File: src/hdl/prbs_gen_pkg.sv
// Shared constants and types for the test pattern source
package prbs_gen_pkg;

    // ------------------------------------------------------------
    // Pattern, sequence and sync selections; burst states
    // ------------------------------------------------------------
    typedef enum logic [1:0] {
        PAT_PRBS = 2'b00,
        PAT_HALF = 2'b01,
        PAT_SIXTEENTH = 2'b10
    } pattern_sel_t;

    typedef enum logic [2:0] {
        SEQ_7 = 3'b000,
        SEQ_9 = 3'b001,
        SEQ_15 = 3'b010,
        SEQ_23 = 3'b011,
        SEQ_31 = 3'b100
    } seq_sel_t;

    typedef enum logic [1:0] {
        SYNC_DIVIDED = 2'b00,
        SYNC_MARKER = 2'b01
    } sync_mode_t;

    typedef enum logic [1:0] {
        BURST_IDLE = 2'b00,
        BURST_RUN = 2'b01
    } burst_state_t;

    // ------------------------------------------------------------
    // Configuration carrier
    // ------------------------------------------------------------
    typedef struct packed {
        pattern_sel_t pattern;
        seq_sel_t seq;
        logic negative_polarity;
        sync_mode_t sync_mode;
        logic sync_src_forwarded;
        logic [3:0] sync_div_log2;
        logic high_band;
        logic channel_pair_high;
        logic scope_tracking;
    } pattern_cfg_t;

    // ------------------------------------------------------------
    // Numbers
    // ------------------------------------------------------------
    localparam int LFSR_W = 31;
    localparam logic [30:0] SEED = 31'h0000_0001;
    localparam int TAP_7_A = 6;
    localparam int TAP_7_B = 7;
    localparam int TAP_9_A = 5;
    localparam int TAP_9_B = 9;
    localparam int TAP_15_A = 14;
    localparam int TAP_15_B = 15;
    localparam int TAP_23_A = 18;
    localparam int TAP_23_B = 23;
    localparam int TAP_31_A = 28;
    localparam int TAP_31_B = 31;
    localparam logic [4:0] BURST_HIGH_BAND = 5'h14;
    localparam logic [4:0] BURST_LOW_BAND = 5'h08;
    localparam int SIXTEENTH_HALF = 8;
    localparam int FWD_DIV_HIGH_BAND = 4;
    localparam int FWD_DIV_LOW_BAND = 2;
    localparam int CLK_PERIOD_NS = 10;
    localparam longint INDICATOR_TIME_NS = 64'd1000000000;
    localparam int INDICATOR_CYCLES = int'(INDICATOR_TIME_NS / CLK_PERIOD_NS);
    localparam logic [30:0] RESET_LFSR = 31'h0000_0000;

endpackage

File: src/hdl/clk_divider.sv
// Power-of-two clock divider with a square-wave output
`timescale 1ns/1ps
module clk_divider #(
    parameter int CNT_W = 16
) (
    input wire logic sys_clk,
    input wire logic reset_n,
    input wire logic clk_en,
    input wire logic tick,
    input wire logic [3:0] div_log2,
    output logic div_out
);
    if (CNT_W < 16) begin : g_bad_width
        $error("clk_divider needs CNT_W of at least 16");
    end

    logic [CNT_W-1:0] cnt_ff;
    logic out_ff;
    logic [CNT_W-1:0] half_mask;
    logic half_done;

    assign half_mask = (CNT_W'(1) << div_log2) - CNT_W'(1);
    assign half_done = (cnt_ff & half_mask) == half_mask;
    assign div_out = out_ff;

    always_ff @(posedge sys_clk or negedge reset_n) begin
        if (!reset_n) begin
            cnt_ff <= '0;
            out_ff <= 1'b0;
        end else if (clk_en && tick) begin
            // Toggle each half period; div_log2 of 0 toggles on every tick, halving the tick rate
            if (div_log2 == 4'h0 || half_done) begin
                cnt_ff <= '0;
                out_ff <= ~out_ff;
            end else begin
                cnt_ff <= cnt_ff + CNT_W'(1);
            end
        end
    end
endmodule

File: src/hdl/prbs_lfsr.sv
// Selectable-length Fibonacci PRBS shift register
`timescale 1ns/1ps
module prbs_lfsr #(
    parameter int WIDTH = 31
) (
    input wire logic sys_clk,
    input wire logic reset_n,
    input wire logic clk_en,
    input wire logic reseed,
    input wire prbs_gen_pkg::seq_sel_t seq,
    output logic bit_out,
    output logic wrap
);
    if (WIDTH != prbs_gen_pkg::LFSR_W) begin : g_bad_width
        $error("prbs_lfsr needs WIDTH 31");
    end

    logic [WIDTH-1:0] lfsr_ff;
    logic [WIDTH-1:0] nxt_lfsr;
    logic fb_bit;
    logic [4:0] len;
    logic at_seed;
    logic [WIDTH-1:0] len_mask;
    logic stuck;

    // ------------------------------------------------------------
    // Tap selection
    // ------------------------------------------------------------
    // Stage k is bit k-1; stage 1 takes feedback
    assign fb_bit =
        (seq == prbs_gen_pkg::SEQ_7) ?
            lfsr_ff[prbs_gen_pkg::TAP_7_A-1] ^ lfsr_ff[prbs_gen_pkg::TAP_7_B-1] : // see RL1
        (seq == prbs_gen_pkg::SEQ_9) ?
            lfsr_ff[prbs_gen_pkg::TAP_9_A-1] ^ lfsr_ff[prbs_gen_pkg::TAP_9_B-1] : // see RL4
        (seq == prbs_gen_pkg::SEQ_15) ?
            lfsr_ff[prbs_gen_pkg::TAP_15_A-1] ^ lfsr_ff[prbs_gen_pkg::TAP_15_B-1] :
        (seq == prbs_gen_pkg::SEQ_23) ?
            lfsr_ff[prbs_gen_pkg::TAP_23_A-1] ^ lfsr_ff[prbs_gen_pkg::TAP_23_B-1] :
            lfsr_ff[prbs_gen_pkg::TAP_31_A-1] ^ lfsr_ff[prbs_gen_pkg::TAP_31_B-1];

    assign len = (seq == prbs_gen_pkg::SEQ_7) ? 5'h07 :
                 (seq == prbs_gen_pkg::SEQ_9) ? 5'h09 :
                 (seq == prbs_gen_pkg::SEQ_15) ? 5'h0f :
                 (seq == prbs_gen_pkg::SEQ_23) ? 5'h17 : 5'h1f;

    assign nxt_lfsr = {lfsr_ff[WIDTH-2:0], fb_bit};
    assign len_mask = (WIDTH'(1) << len) - WIDTH'(1);
    // Maximal taps revisit the seed once per 2^n-1 shifts; bits above n are ignored
    assign at_seed = ((lfsr_ff & len_mask) == prbs_gen_pkg::SEED);
    // A length change can leave the active stages all zero, which would lock up
    assign stuck = ((lfsr_ff & len_mask) == prbs_gen_pkg::RESET_LFSR); // see RL2
    assign wrap = at_seed; // see RL3
    assign bit_out = lfsr_ff[len - 5'h01];

    // ------------------------------------------------------------
    // State
    // ------------------------------------------------------------
    // Reset holds zero only until the first enabled edge reseeds
    always_ff @(posedge sys_clk or negedge reset_n) begin
        if (!reset_n) begin
            lfsr_ff <= prbs_gen_pkg::RESET_LFSR;
        end else if (clk_en) begin
            if (reseed || stuck) begin
                lfsr_ff <= prbs_gen_pkg::SEED; // see RL2
            end else begin
                lfsr_ff <= nxt_lfsr; // see RL5, RL6
            end
        end
    end
endmodule

File: src/hdl/pulse_pattern_source.sv
// Test pattern source: PRBS and clock patterns, sync, forwarded clock, error bursts
//
// Operation
// RL1: 127-bit sequence feeds back stages six xor seven
// RL2: Seed holds a one before shifting starts
// RL3: Seven-stage sequence repeats every 127 bits
// RL4: Lengths 7,9,15,23,31 with their listed taps
// RL5: Longest runs: n ones, n-1 zeros
// RL6: Ones fill half of each period
// RL7: Choose PRBS, half-rate or sixteenth-rate clock
// RL8: Half-rate pattern alternates one and zero
// RL9: Sixteenth-rate pattern: eight ones, eight zeros
// RL10: Polarity selects positive or negative logic output
// RL11: Sync output clock is synchronous with data
// RL12: Marker mode pulses once per pattern repetition
// RL13: Forwarded clock quarter or half by band
// RL14: Forwarded clock source picks channel pair
// RL15: Error command inverts 20 or 8 bits
// RL16: Injection raises an error-injected indicator
// RL17: Marker sync refused while scope tracks rate
// RL18: Indicator holds one second, then clears
// RL19: Sync selects source and division ratio
// RL20: Complement output always inverts true output
`timescale 1ns/1ps
module pulse_pattern_source #(
    parameter int INDICATOR_CYCLES = prbs_gen_pkg::INDICATOR_CYCLES,
    parameter int BURST_W = 5
) (
    input wire logic sys_clk,
    input wire logic reset_n,
    input wire logic clk_en,
    input wire prbs_gen_pkg::pattern_cfg_t cfg,
    input wire logic reseed,
    input wire logic insert_error,
    input wire logic fwd_clk_pair_low,
    input wire logic fwd_clk_pair_high,
    output logic data_out,
    output logic data_out_n,
    output logic sync_out,
    output logic fwd_clk_out,
    output logic error_injected,
    output logic marker_refused
);
    if (INDICATOR_CYCLES < 1) begin : g_bad_indicator
        $error("INDICATOR_CYCLES must be at least 1");
    end
    if (BURST_W < 5) begin : g_bad_burst
        $error("BURST_W must hold a burst of 20");
    end

    // ------------------------------------------------------------
    // PRBS core
    // ------------------------------------------------------------
    logic prbs_bit;
    logic prbs_wrap;

    prbs_lfsr #(
        .WIDTH(prbs_gen_pkg::LFSR_W)
    ) u_lfsr (
        .sys_clk(sys_clk),
        .reset_n(reset_n),
        .clk_en(clk_en),
        .reseed(reseed),
        .seq(cfg.seq),
        .bit_out(prbs_bit),
        .wrap(prbs_wrap)
    );

    // ------------------------------------------------------------
    // Clock patterns
    // ------------------------------------------------------------
    logic [3:0] phase_ff;
    logic half_bit;
    logic sixteenth_bit;
    logic raw_bit;

    assign half_bit = ~phase_ff[0]; // see RL8
    // Phase 0..7 ones, 8..15 zeros
    assign sixteenth_bit = (phase_ff < 4'(prbs_gen_pkg::SIXTEENTH_HALF)); // see RL9

    always_comb begin
        case (cfg.pattern) // see RL7
            prbs_gen_pkg::PAT_PRBS: raw_bit = prbs_bit;
            prbs_gen_pkg::PAT_HALF: raw_bit = half_bit;
            prbs_gen_pkg::PAT_SIXTEENTH: raw_bit = sixteenth_bit;
            default: raw_bit = prbs_bit;
        endcase
    end

    always_ff @(posedge sys_clk or negedge reset_n) begin
        if (!reset_n) begin
            phase_ff <= 4'h0;
        end else if (clk_en) begin
            phase_ff <= phase_ff + 4'h1;
        end
    end

    // ------------------------------------------------------------
    // Error burst
    // ------------------------------------------------------------
    prbs_gen_pkg::burst_state_t burst_state_ff;
    prbs_gen_pkg::burst_state_t nxt_burst_state;
    logic [BURST_W-1:0] burst_cnt_ff;
    logic [BURST_W-1:0] nxt_burst_cnt;
    logic [BURST_W-1:0] burst_len;
    logic burst_start;
    logic flip;

    assign burst_len = cfg.high_band ?
        BURST_W'(prbs_gen_pkg::BURST_HIGH_BAND) :
        BURST_W'(prbs_gen_pkg::BURST_LOW_BAND); // see RL15
    // A command during a burst is ignored, so bursts never merge
    assign burst_start = insert_error && (burst_state_ff == prbs_gen_pkg::BURST_IDLE);
    assign flip = (burst_state_ff == prbs_gen_pkg::BURST_RUN); // see RL15

    always_comb begin
        nxt_burst_state = burst_state_ff;
        nxt_burst_cnt = burst_cnt_ff;
        case (burst_state_ff)
            prbs_gen_pkg::BURST_IDLE: begin
                if (burst_start) begin
                    nxt_burst_state = prbs_gen_pkg::BURST_RUN;
                    nxt_burst_cnt = burst_len - BURST_W'(1);
                end
            end
            prbs_gen_pkg::BURST_RUN: begin
                if (burst_cnt_ff == '0) begin
                    nxt_burst_state = prbs_gen_pkg::BURST_IDLE;
                end else begin
                    nxt_burst_cnt = burst_cnt_ff - BURST_W'(1);
                end
            end
            default: begin
                nxt_burst_state = prbs_gen_pkg::BURST_IDLE;
            end
        endcase
    end

    always_ff @(posedge sys_clk or negedge reset_n) begin
        if (!reset_n) begin
            burst_state_ff <= prbs_gen_pkg::BURST_IDLE;
            burst_cnt_ff <= '0;
        end else if (clk_en) begin
            burst_state_ff <= nxt_burst_state;
            burst_cnt_ff <= nxt_burst_cnt;
        end
    end

    // ------------------------------------------------------------
    // Injection indicator
    // ------------------------------------------------------------
    localparam int IND_W = $clog2(INDICATOR_CYCLES + 1);
    logic [IND_W-1:0] ind_cnt_ff;

    assign error_injected = (ind_cnt_ff != '0); // see RL16

    // Each accepted command restarts the full hold time
    always_ff @(posedge sys_clk or negedge reset_n) begin
        if (!reset_n) begin
            ind_cnt_ff <= '0;
        end else if (clk_en) begin
            if (burst_start) begin
                ind_cnt_ff <= IND_W'(INDICATOR_CYCLES); // see RL18
            end else if (ind_cnt_ff != '0) begin
                ind_cnt_ff <= ind_cnt_ff - IND_W'(1);
            end
        end
    end

    // ------------------------------------------------------------
    // Data outputs
    // ------------------------------------------------------------
    logic data_ff;
    logic nxt_data;

    assign nxt_data = raw_bit ^ flip ^ cfg.negative_polarity; // see RL10
    assign data_out = data_ff;
    assign data_out_n = ~data_ff; // see RL20

    always_ff @(posedge sys_clk or negedge reset_n) begin
        if (!reset_n) begin
            data_ff <= 1'b0;
        end else if (clk_en) begin
            data_ff <= nxt_data;
        end
    end

    // ------------------------------------------------------------
    // Forwarded clock
    // ------------------------------------------------------------
    logic fwd_src;
    logic fwd_src_d_ff;
    logic fwd_tick;
    logic [3:0] fwd_div_log2;
    logic fwd_clk;

    assign fwd_src = cfg.channel_pair_high ? fwd_clk_pair_high : fwd_clk_pair_low; // see RL14
    // Divide by 4 or 2 means toggling every 2 or 1 rising source edges
    assign fwd_div_log2 = cfg.high_band ?
        4'($clog2(prbs_gen_pkg::FWD_DIV_HIGH_BAND) - 1) :
        4'($clog2(prbs_gen_pkg::FWD_DIV_LOW_BAND) - 1); // see RL13
    assign fwd_tick = fwd_src & ~fwd_src_d_ff;

    always_ff @(posedge sys_clk or negedge reset_n) begin
        if (!reset_n) begin
            fwd_src_d_ff <= 1'b0;
        end else if (clk_en) begin
            fwd_src_d_ff <= fwd_src;
        end
    end

    clk_divider #(
        .CNT_W(16)
    ) u_fwd_div (
        .sys_clk(sys_clk),
        .reset_n(reset_n),
        .clk_en(clk_en),
        .tick(fwd_tick),
        .div_log2(fwd_div_log2),
        .div_out(fwd_clk)
    );

    assign fwd_clk_out = fwd_clk;

    // ------------------------------------------------------------
    // Sync output
    // ------------------------------------------------------------
    logic marker_ok;
    logic sync_div_clk;
    logic sync_ff;
    logic nxt_sync;
    logic pattern_wrap;
    logic sync_tick;

    assign marker_ok = (cfg.sync_mode == prbs_gen_pkg::SYNC_MARKER) && !cfg.scope_tracking;
    assign marker_refused = (cfg.sync_mode == prbs_gen_pkg::SYNC_MARKER)
        && cfg.scope_tracking; // see RL17
    // Clock patterns repeat every 2 or 16 bits; PRBS at its seed
    assign pattern_wrap =
        (cfg.pattern == prbs_gen_pkg::PAT_PRBS) ? prbs_wrap :
        (cfg.pattern == prbs_gen_pkg::PAT_HALF) ? (phase_ff[0] == 1'b0) :
        (phase_ff == 4'h0); // see RL12
    // Divided mode counts either bit ticks or forwarded clock edges
    assign sync_tick = cfg.sync_src_forwarded ? fwd_tick : 1'b1; // see RL19

    clk_divider #(
        .CNT_W(16)
    ) u_sync_div (
        .sys_clk(sys_clk),
        .reset_n(reset_n),
        .clk_en(clk_en),
        .tick(sync_tick),
        .div_log2(cfg.sync_div_log2), // see RL19
        .div_out(sync_div_clk)
    );

    // Refused marker mode falls back to the divided clock
    assign nxt_sync = marker_ok ? pattern_wrap : sync_div_clk; // see RL11

    always_ff @(posedge sys_clk or negedge reset_n) begin
        if (!reset_n) begin
            sync_ff <= 1'b0;
        end else if (clk_en) begin
            sync_ff <= nxt_sync;
        end
    end

    assign sync_out = sync_ff;
endmodule

File: config.mk
export PLATFORM = sky130hd
export DESIGN_NAME = pulse_pattern_source
export DESIGN_NICKNAME = d
export VERILOG_FILES = /design/src/hdl/prbs_gen_pkg.sv /design/src/hdl/clk_divider.sv /design/src/hdl/prbs_lfsr.sv /design/src/hdl/pulse_pattern_source.sv
export SDC_FILE = /design/constraint.sdc
export NUM_CORES = 1
export LEC_CHECK = 0
export BUFFER_PORTS_ARGS = -buffer_cell sky130_fd_sc_hd__buf_2
export CAP_MARGIN = 20
export CORE_MARGIN = 4
export CORE_UTILIZATION = 40
export DETAILED_ROUTE_END_ITERATION = 16
export GPL_ROUTABILITY_DRIVEN = 0
export SLEW_MARGIN = 25
export SYNTH_ARGS = -nofsm -noshare
export SYNTH_HDL_FRONTEND = slang
export SYNTH_SLANG_ARGS = --single-unit
File: constraint.sdc
create_clock -name sys_clk -period 4 [get_ports sys_clk]
set_clock_uncertainty 0.1 [all_clocks]
set_input_delay 0.6 -clock sys_clk [delete_from_list [all_inputs] [get_ports sys_clk]]
set_output_delay 0.6 -clock sys_clk [all_outputs]
set_load 0.02 [all_outputs]
* After elaboration in Yosys (flattened, before gate mapping)
Index checks and enable logic that the tools add are counted.
** Word-level totals
- Bits in registers :: 106
- Bits of input ports :: 23
** Cells by class
- $add $sub $neg :: 10
- Order comparisons :: 2
- Equal/unequal tests :: 13
- Shift operators :: 3
- Mux-type cells :: 29
- Bitwise operators :: 16
- Reductions and logical operators :: 25
** Operator list (count)
- $mux W27 :: 2
- $add A16 B1 Y16 const B :: 2
- $and A16 B16 Y16 :: 2
- $eq A16 B16 Y1 :: 2
- $mux W16 :: 2
- $sub A16 B2 Y16 const B :: 2
- $and A31 B31 Y31 :: 1
- $eq A31 B1 Y1 const B :: 1
- $logic_not A31 Y1 :: 1
- $mux W31 :: 1
- $shl A1 B5 Y31 const A :: 1
- $sub A31 B2 Y31 const B :: 1
- $mux W5 :: 6
- $reduce_bool A27 Y1 :: 1
- $sub A27 B1 Y27 const B :: 1
- $shl A1 B1 Y16 const A :: 1
- $shl A1 B4 Y16 const A :: 1
- $sub A5 B1 Y5 const B :: 3
- $logic_not A4 Y1 :: 3
- $mux W1 :: 11
- $pmux W5 S2 :: 1
- $xor A1 B1 Y1 :: 7
- $eq A2 B1 Y1 const B :: 3
- $eq A3 B2 Y1 const B :: 2
- other kinds (24) :: 40

* Longest topological paths before layout
- Depth in word-level cells :: 11
- Mapped depth :: 12
- Mapped depth without buffers :: 9

* By module
Synthesis repeated with hierarchy kept, for this count alone.
** Unflattened totals
- Cells, all modules :: 622
- Area total of the unflattened synthesis :: 6059.6 µm²
** By module, submodules not included
- pulse_pattern_source :: instances 1, cells each 253, area each 2323.5 µm²
- prbs_lfsr :: instances 1, cells each 110, area each 1412.6 µm²
- clk_divider (u_fwd_div) :: instances 1, cells each 132, area each 1169.9 µm²
- clk_divider (u_sync_div) :: instances 1, cells each 127, area each 1153.6 µm²

* Worst setup path before layout
Ideal clock, no wire load.
- Kind :: input to register
- Start point :: input port cfg[6] in the netlist's numbering
- End point :: register u_sync_div.cnt_ff[10]
- Library setup time :: 0.136 ns
- Arrival :: 2.891 ns
- Data required time :: 3.764 ns
- Slack :: 0.872 ns
- Stages on the path :: 12
- Cells stage by stage :: clkbuf_1 nor3_1 nand2_1 ha_1 clkbuf_1 nand4b_1 o21ai_0 a221oi_1 nand3_1 nor3_1 clkbuf_1 nor3_1
** Between the ends
- Cells in the longest elaborated chain, start to end :: 6
- Elaborated cells on any way between the ends :: 7
- Those cells by class :: add/sub: 1; eq/ne: 1; shift: 1; mux: 1; bitwise: 1; reduce/logical: 2
** Ends and longest elaborated chain
- from (decl) :: line pulse_pattern_source.sv:32 : input wire prbs_gen_pkg::pattern_cfg_t cfg,
- $shl A1 B4 Y16 :: line clk_divider.sv:22 : assign half_mask = (CNT_W'(1) << div_log2) - CNT_W'(1);
- $sub A16 B2 Y16 :: line clk_divider.sv:22
- $and A16 B16 Y16 :: line clk_divider.sv:23 : assign half_done = (cnt_ff & half_mask) == half_mask;
- $eq A16 B16 Y1 :: line clk_divider.sv:23
- $logic_or A1 B1 Y1 (*) :: line clk_divider.sv:32 : if (div_log2 == 4'h0 || half_done) begin
- $mux W16 (*) :: line clk_divider.sv:32
- to (signal assigned) :: line clk_divider.sv:36 : cnt_ff <= cnt_ff + CNT_W'(1);
- to (decl) :: line clk_divider.sv:17 : logic [CNT_W-1:0] cnt_ff;
Mark *: on every way between the ends. The rest lies on a longest branch, timed or not.
A chain may end at the register's enable or synchronous reset.

* Worst setup path after layout
- Start point :: register ind_cnt_ff[19]
- End point :: register ind_cnt_ff[13]
** Between the ends
- Cells in the longest elaborated chain, start to end :: 3
** Ends and longest elaborated chain
- from (decl) :: line pulse_pattern_source.sv:153 : logic [IND_W-1:0] ind_cnt_ff;
- from (signal assigned) :: line pulse_pattern_source.sv:163 : ind_cnt_ff <= IND_W'(INDICATOR_CYCLES);
- from (signal assigned) :: line pulse_pattern_source.sv:165 : ind_cnt_ff <= ind_cnt_ff - IND_W'(1);
- $reduce_bool A27 Y1 :: line pulse_pattern_source.sv:164 : end else if (ind_cnt_ff != '0) begin
- $reduce_bool A2 Y1 (no source line)
- $reduce_and A2 Y1 (no source line)
No other way between the ends.

==> results.md <==
Worst setup path:
- The worst path arrival time is ~3.1 ns.
- The cell occurring most often along the worst timing path is sky130_fd_sc_hd__or4_4.
- The worst reg2reg path startpoint is ind_cnt_ff[19].
- The kind of cell with the highest combined delay along the critical path is simple AND/OR/NAND/NOR gates.
- The number of buffer and inverter instances along the worst setup path is 0.
- The critical path goes through or4_4 -> or4_4 -> o41ai_4 -> or3_1 -> xor2_1 -> nand2_1.
- Counting cells, the worst reg-to-reg path comes to 6.
- The destination of the worst register-to-register timing path is ind_cnt_ff[13].
- The critical path in this run is classified as flip-flop to flip-flop.
- The biggest cell delay along the critical path is around 0.85 ns.
- The worst endpoint required time is around 4.1 ns.
- The cell type of the slowest stage on the worst timing path is sky130_fd_sc_hd__o41ai_4.
- STA classifies the critical path startpoint as a flip-flop.
- Along the worst path, the maximum fanout reaches 14.
- The setup slack on the worst flop-to-flop path is a little over 1 ns.
- The worst setup path is captured at a flip-flop.

Clock network:
- Counting along the longest clock path gives a buffer depth of 2.
- The tree is rooted in a sky130_fd_sc_hd__clkbuf_16.
- The clock-pin slew of the registers on the worst-case setup and hold paths is 0.06 ns.
- The count of instances resized after the clock tree is built is 0.
- After clock tree synthesis, the flow added hold-fix buffers numbering 0.
- In this run the number of H-tree levels came out at 3.
- TritonCTS built the clock tree.
- The clock network latency to the later pin of the worst-skew pair is between 0.3 and 0.4 ns.
- Counting the buffers created by CTS gives 9.
- For this design, the sink count on the clock tree is between 80 and 90.
- In this run the post-CTS setup repair buffer count came out at 0.

Power:
- Of the total power, registers draw between 40% and 50%.
- Dividing total power by cell area gives a power density of roughly 520 nW/um2.
- The internal power of the cells totals roughly 1800 uW.
- The largest voltage drop on the vdd net is 0.0002880 V.
- Combinational logic is responsible for 25.2% of the overall power.
- The total leakage power is between 0.002 and 0.0025 uW.
- The power dissipated by switching net loads is roughly 940 uW.
- In this run, the clock network consumes 26.6% of the power.
- Of the total power, the share spent switching nets is 33.82%.
- The post-route total power is around 2800 uW.

Finish:
- The final layout contains 548 nets.
- Summing all multi-input logic gate instances after layout gives between 2000 and 2500 um2.
- From synthesis to final layout, the design area changed by 11.32%.
- The number of antenna diodes in the final layout is 0.
- Registers take ~2200 um2.
- The final-layout fill cell count is ~1100.
- The finished cells cover roughly 5300 um2.
- In the final layout, the share of cells above drive strength 1 is 11.75%.

Timing:
- Setup repair after global routing left no endpoint under its margin.
- Setup violations remaining at the end of the flow were counted as 0.
- The setup TNS is 0 ns.
- The final critical path time including I/O delays and setup is just under 3 ns.
- The actual slew at the worst max-slew pin is just over 0.9 ns.
- The max-slew violation count came to 0.
- Static timing analysis puts the maximum clock frequency at 336.5 MHz.
- The number of failing hold endpoints at the final stage was 0.
- The final critical path takes up roughly three quarters of the cycle.
- Measured against its own limit, the worst slew margin works out to roughly 40%.
- On the final layout, the worst hold slack is around 0.15 ns.

Synthesis:
- The total of warnings raised by yosys is 0.
- The cell type contributing the most total cell area after synthesis is sky130_fd_sc_hd__dfrtp_1.
- The post-synthesis cell count is approximately 490.
- The dominant register cell in the synthesized netlist is sky130_fd_sc_hd__dfrtp_1.
- The portion of synthesized cell area occupied by the leading cell type is between 40% and 50%.
- By count the netlist is led by 89 x sky130_fd_sc_hd__dfrtp_1, 46 x sky130_fd_sc_hd__nand2_1, 38 x sky130_fd_sc_hd__nor2_1.
- The number of nets in the synthesized netlist is ~520.
- In this run, synthesis inferred 0 flip-flops with an integrated enable.
- The sequential fraction of the synthesis area is a little under half.
- Of all flip-flops after synthesis, the portion carrying an async set or reset was between 90% and 100%.
- The most used standard cell by instance count after synthesis is sky130_fd_sc_hd__dfrtp_1.
- After synthesis the cells add up to approximately 4800 um2.
- The distinct cell type count of the synthesized netlist is 56.
- In this run, synthesis produced a sequential element count of 89.
- A synthesized cell averages ~9.7 um2.
- By area the synthesized netlist is led by sky130_fd_sc_hd__dfrtp_1 47%, sky130_fd_sc_hd__xnor2_1 5.0%, sky130_fd_sc_hd__a22o_1 4.4%.

Route:
- The via density per instance is ~5.7.
- In this run, the number of DRC markers left after iteration 0 of detailed routing was 238.
- The routed design has slightly above 10000 um of wire.
- Dividing the detail-routed wire length by the instance count gives roughly 15 um.
- The number of optimization iterations in the first detailed-route pass is 5.
- The vias after detailed routing is between 3000 and 4000.
- After detailed routing, the number of remaining DRC violations is 0.
- In this run the remaining antenna-violating nets after routing total 0.

Die:
- Measured along the y axis, the die boundary spans 117.2 um.
- The die covers approximately 14000 um2.
- After floorplanning, the core was sized to cover between 10000 and 15000 um2.
- The die boundary width is between 100 and 150 um.
- The initialized floorplan defines 39 standard-cell rows.
- The I/O pin count is 29.
- The initial cell density of the core is 41.38%.

Job:
- The max capacitance violation total is 0.

Placement:
- Once placement finished, the instance area stood at 5054 um2.
- Port buffering added 28 buffers.
- Once detailed placement completed, the half-perimeter wirelength came to between 6000 and 7000 um.

Global routing:
- Global routing used between 10% and 20% of the available tracks across all layers.
- The via count of the first global-routing pass is roughly 3700.
- The first global-routing pass estimated approximately 18000 um of wire.
- The initial antenna violation count is 0.
- Entering global routing, the biggest net connects between 40 and 50 pins.
- Global routing finished with a remaining overflow of 0.

Min path:
- The kind of path behind the tightest hold check is input port to async pin.

Status:
- The flow ran to the end, and the final reports show no timing, DRC or antenna violations.
==> sequential cells by signal, summed over array words and instances (netlist names) <==
name	flops
fwd_src_d_ff	1
burst_state_ff	1
u_fwd_div.cnt_ff	1
burst_cnt_ff	5
u_sync_div.cnt_ff	15
u_fwd_div.div_out	1
u_sync_div.div_out	1
ind_cnt_ff	27
data_out	1
sync_out	1
phase_ff	4
u_lfsr.lfsr_ff	31
==> routing by layer <==
metal | vias up | track usage, % | wire length [um]
li1 | 1859 | - | -
met1 | 1847 | 23.99 | 5025
met2 | 75 | 25.00 | 4621
met3 | 15 | 3.188 | 385
met4 | 0 | 5.428 | 153
met5 | - | 0 | 0
==> area by class of cell <==
| cell class | instances | share of cell area, % |
|---|---|---|
| clock buffer | 10 | 4.316 |
| clock inverter | 4 | 0.4245 |
| inverter | 16 | 1.132 |
| multi-input combinational | 365 | 45.09 |
| sequential | 89 | 41.98 |
| tap | 143 | 3.373 |
| timing repair buffer | 35 | 3.679 |
==> cells in the final DEF (no fill, tap or decap), types with 13 or more instances in the layout <==
cell type,count
sky130_fd_sc_hd__dfrtp_1,89
sky130_fd_sc_hd__nand2_1,46
sky130_fd_sc_hd__nor4_1,15
sky130_fd_sc_hd__nand3_1,15
sky130_fd_sc_hd__buf_2,27
sky130_fd_sc_hd__o21ai_0,21
sky130_fd_sc_hd__inv_1,16
sky130_fd_sc_hd__xnor2_1,27
sky130_fd_sc_hd__xor2_1,13
sky130_fd_sc_hd__nor2_1,38
sky130_fd_sc_hd__a22o_1,24
sky130_fd_sc_hd__nor3_1,29
sky130_fd_sc_hd__a21oi_1,19
==> per-stage QoR <==
| stage | util, % | worst slack (ns) | std cells |
|---|---|---|---|
| 2_1_floorplan | - | 0.8724 | 491 |
| 3_3_place_gp | 43.88 | 0.9148 | 648 |
| 3_5_place_dp | 43.88 | 0.8412 | 648 |
| 4_1_cts | 46.07 | 1.034 | 662 |
| 5_1_grt | 46.07 | 0.8903 | 662 |
| 6_report | 46.07 | 1.028 | 662 |
==> kinds of logic after synthesis <==
family	count (synthesis)	synth area share, %
xor gates and xnor gates	40	7.351
and+or+nand+nor	202	22.50
DFF	89	46.73
buffers and inverters	37	3.072
muxes	7	2.074
AOI/OAI and AO/OA	107	15.91
adders and majority gates	9	2.363
==> power groups by stage <==
stage,registers [uW],clock network (uW),logic (uW)
global placement,1340,0,679
finish,1340,735,697
detailed placement,1350,0,700
floorplan,1290,0,543
CTS,1340,759,705
global route,1380,803,809
==> worst max path at each step <==
stage / start / to / slack [ns] / cells past startpoint
floorplan: cfg[6] / u_sync_div.cnt_ff[10] / 0.87 / 12
global placement: cfg[6] / u_sync_div.div_out / 0.91 / 10
detailed placement: cfg[6] / u_sync_div.div_out / 0.84 / 10
CTS: ind_cnt_ff[19] / error_injected / 1.03 / 5
global route: ind_cnt_ff[19] / ind_cnt_ff[13] / 0.89 / 6
finish: ind_cnt_ff[19] / ind_cnt_ff[13] / 1.03 / 6
Power figures use the tool's default switching activity.
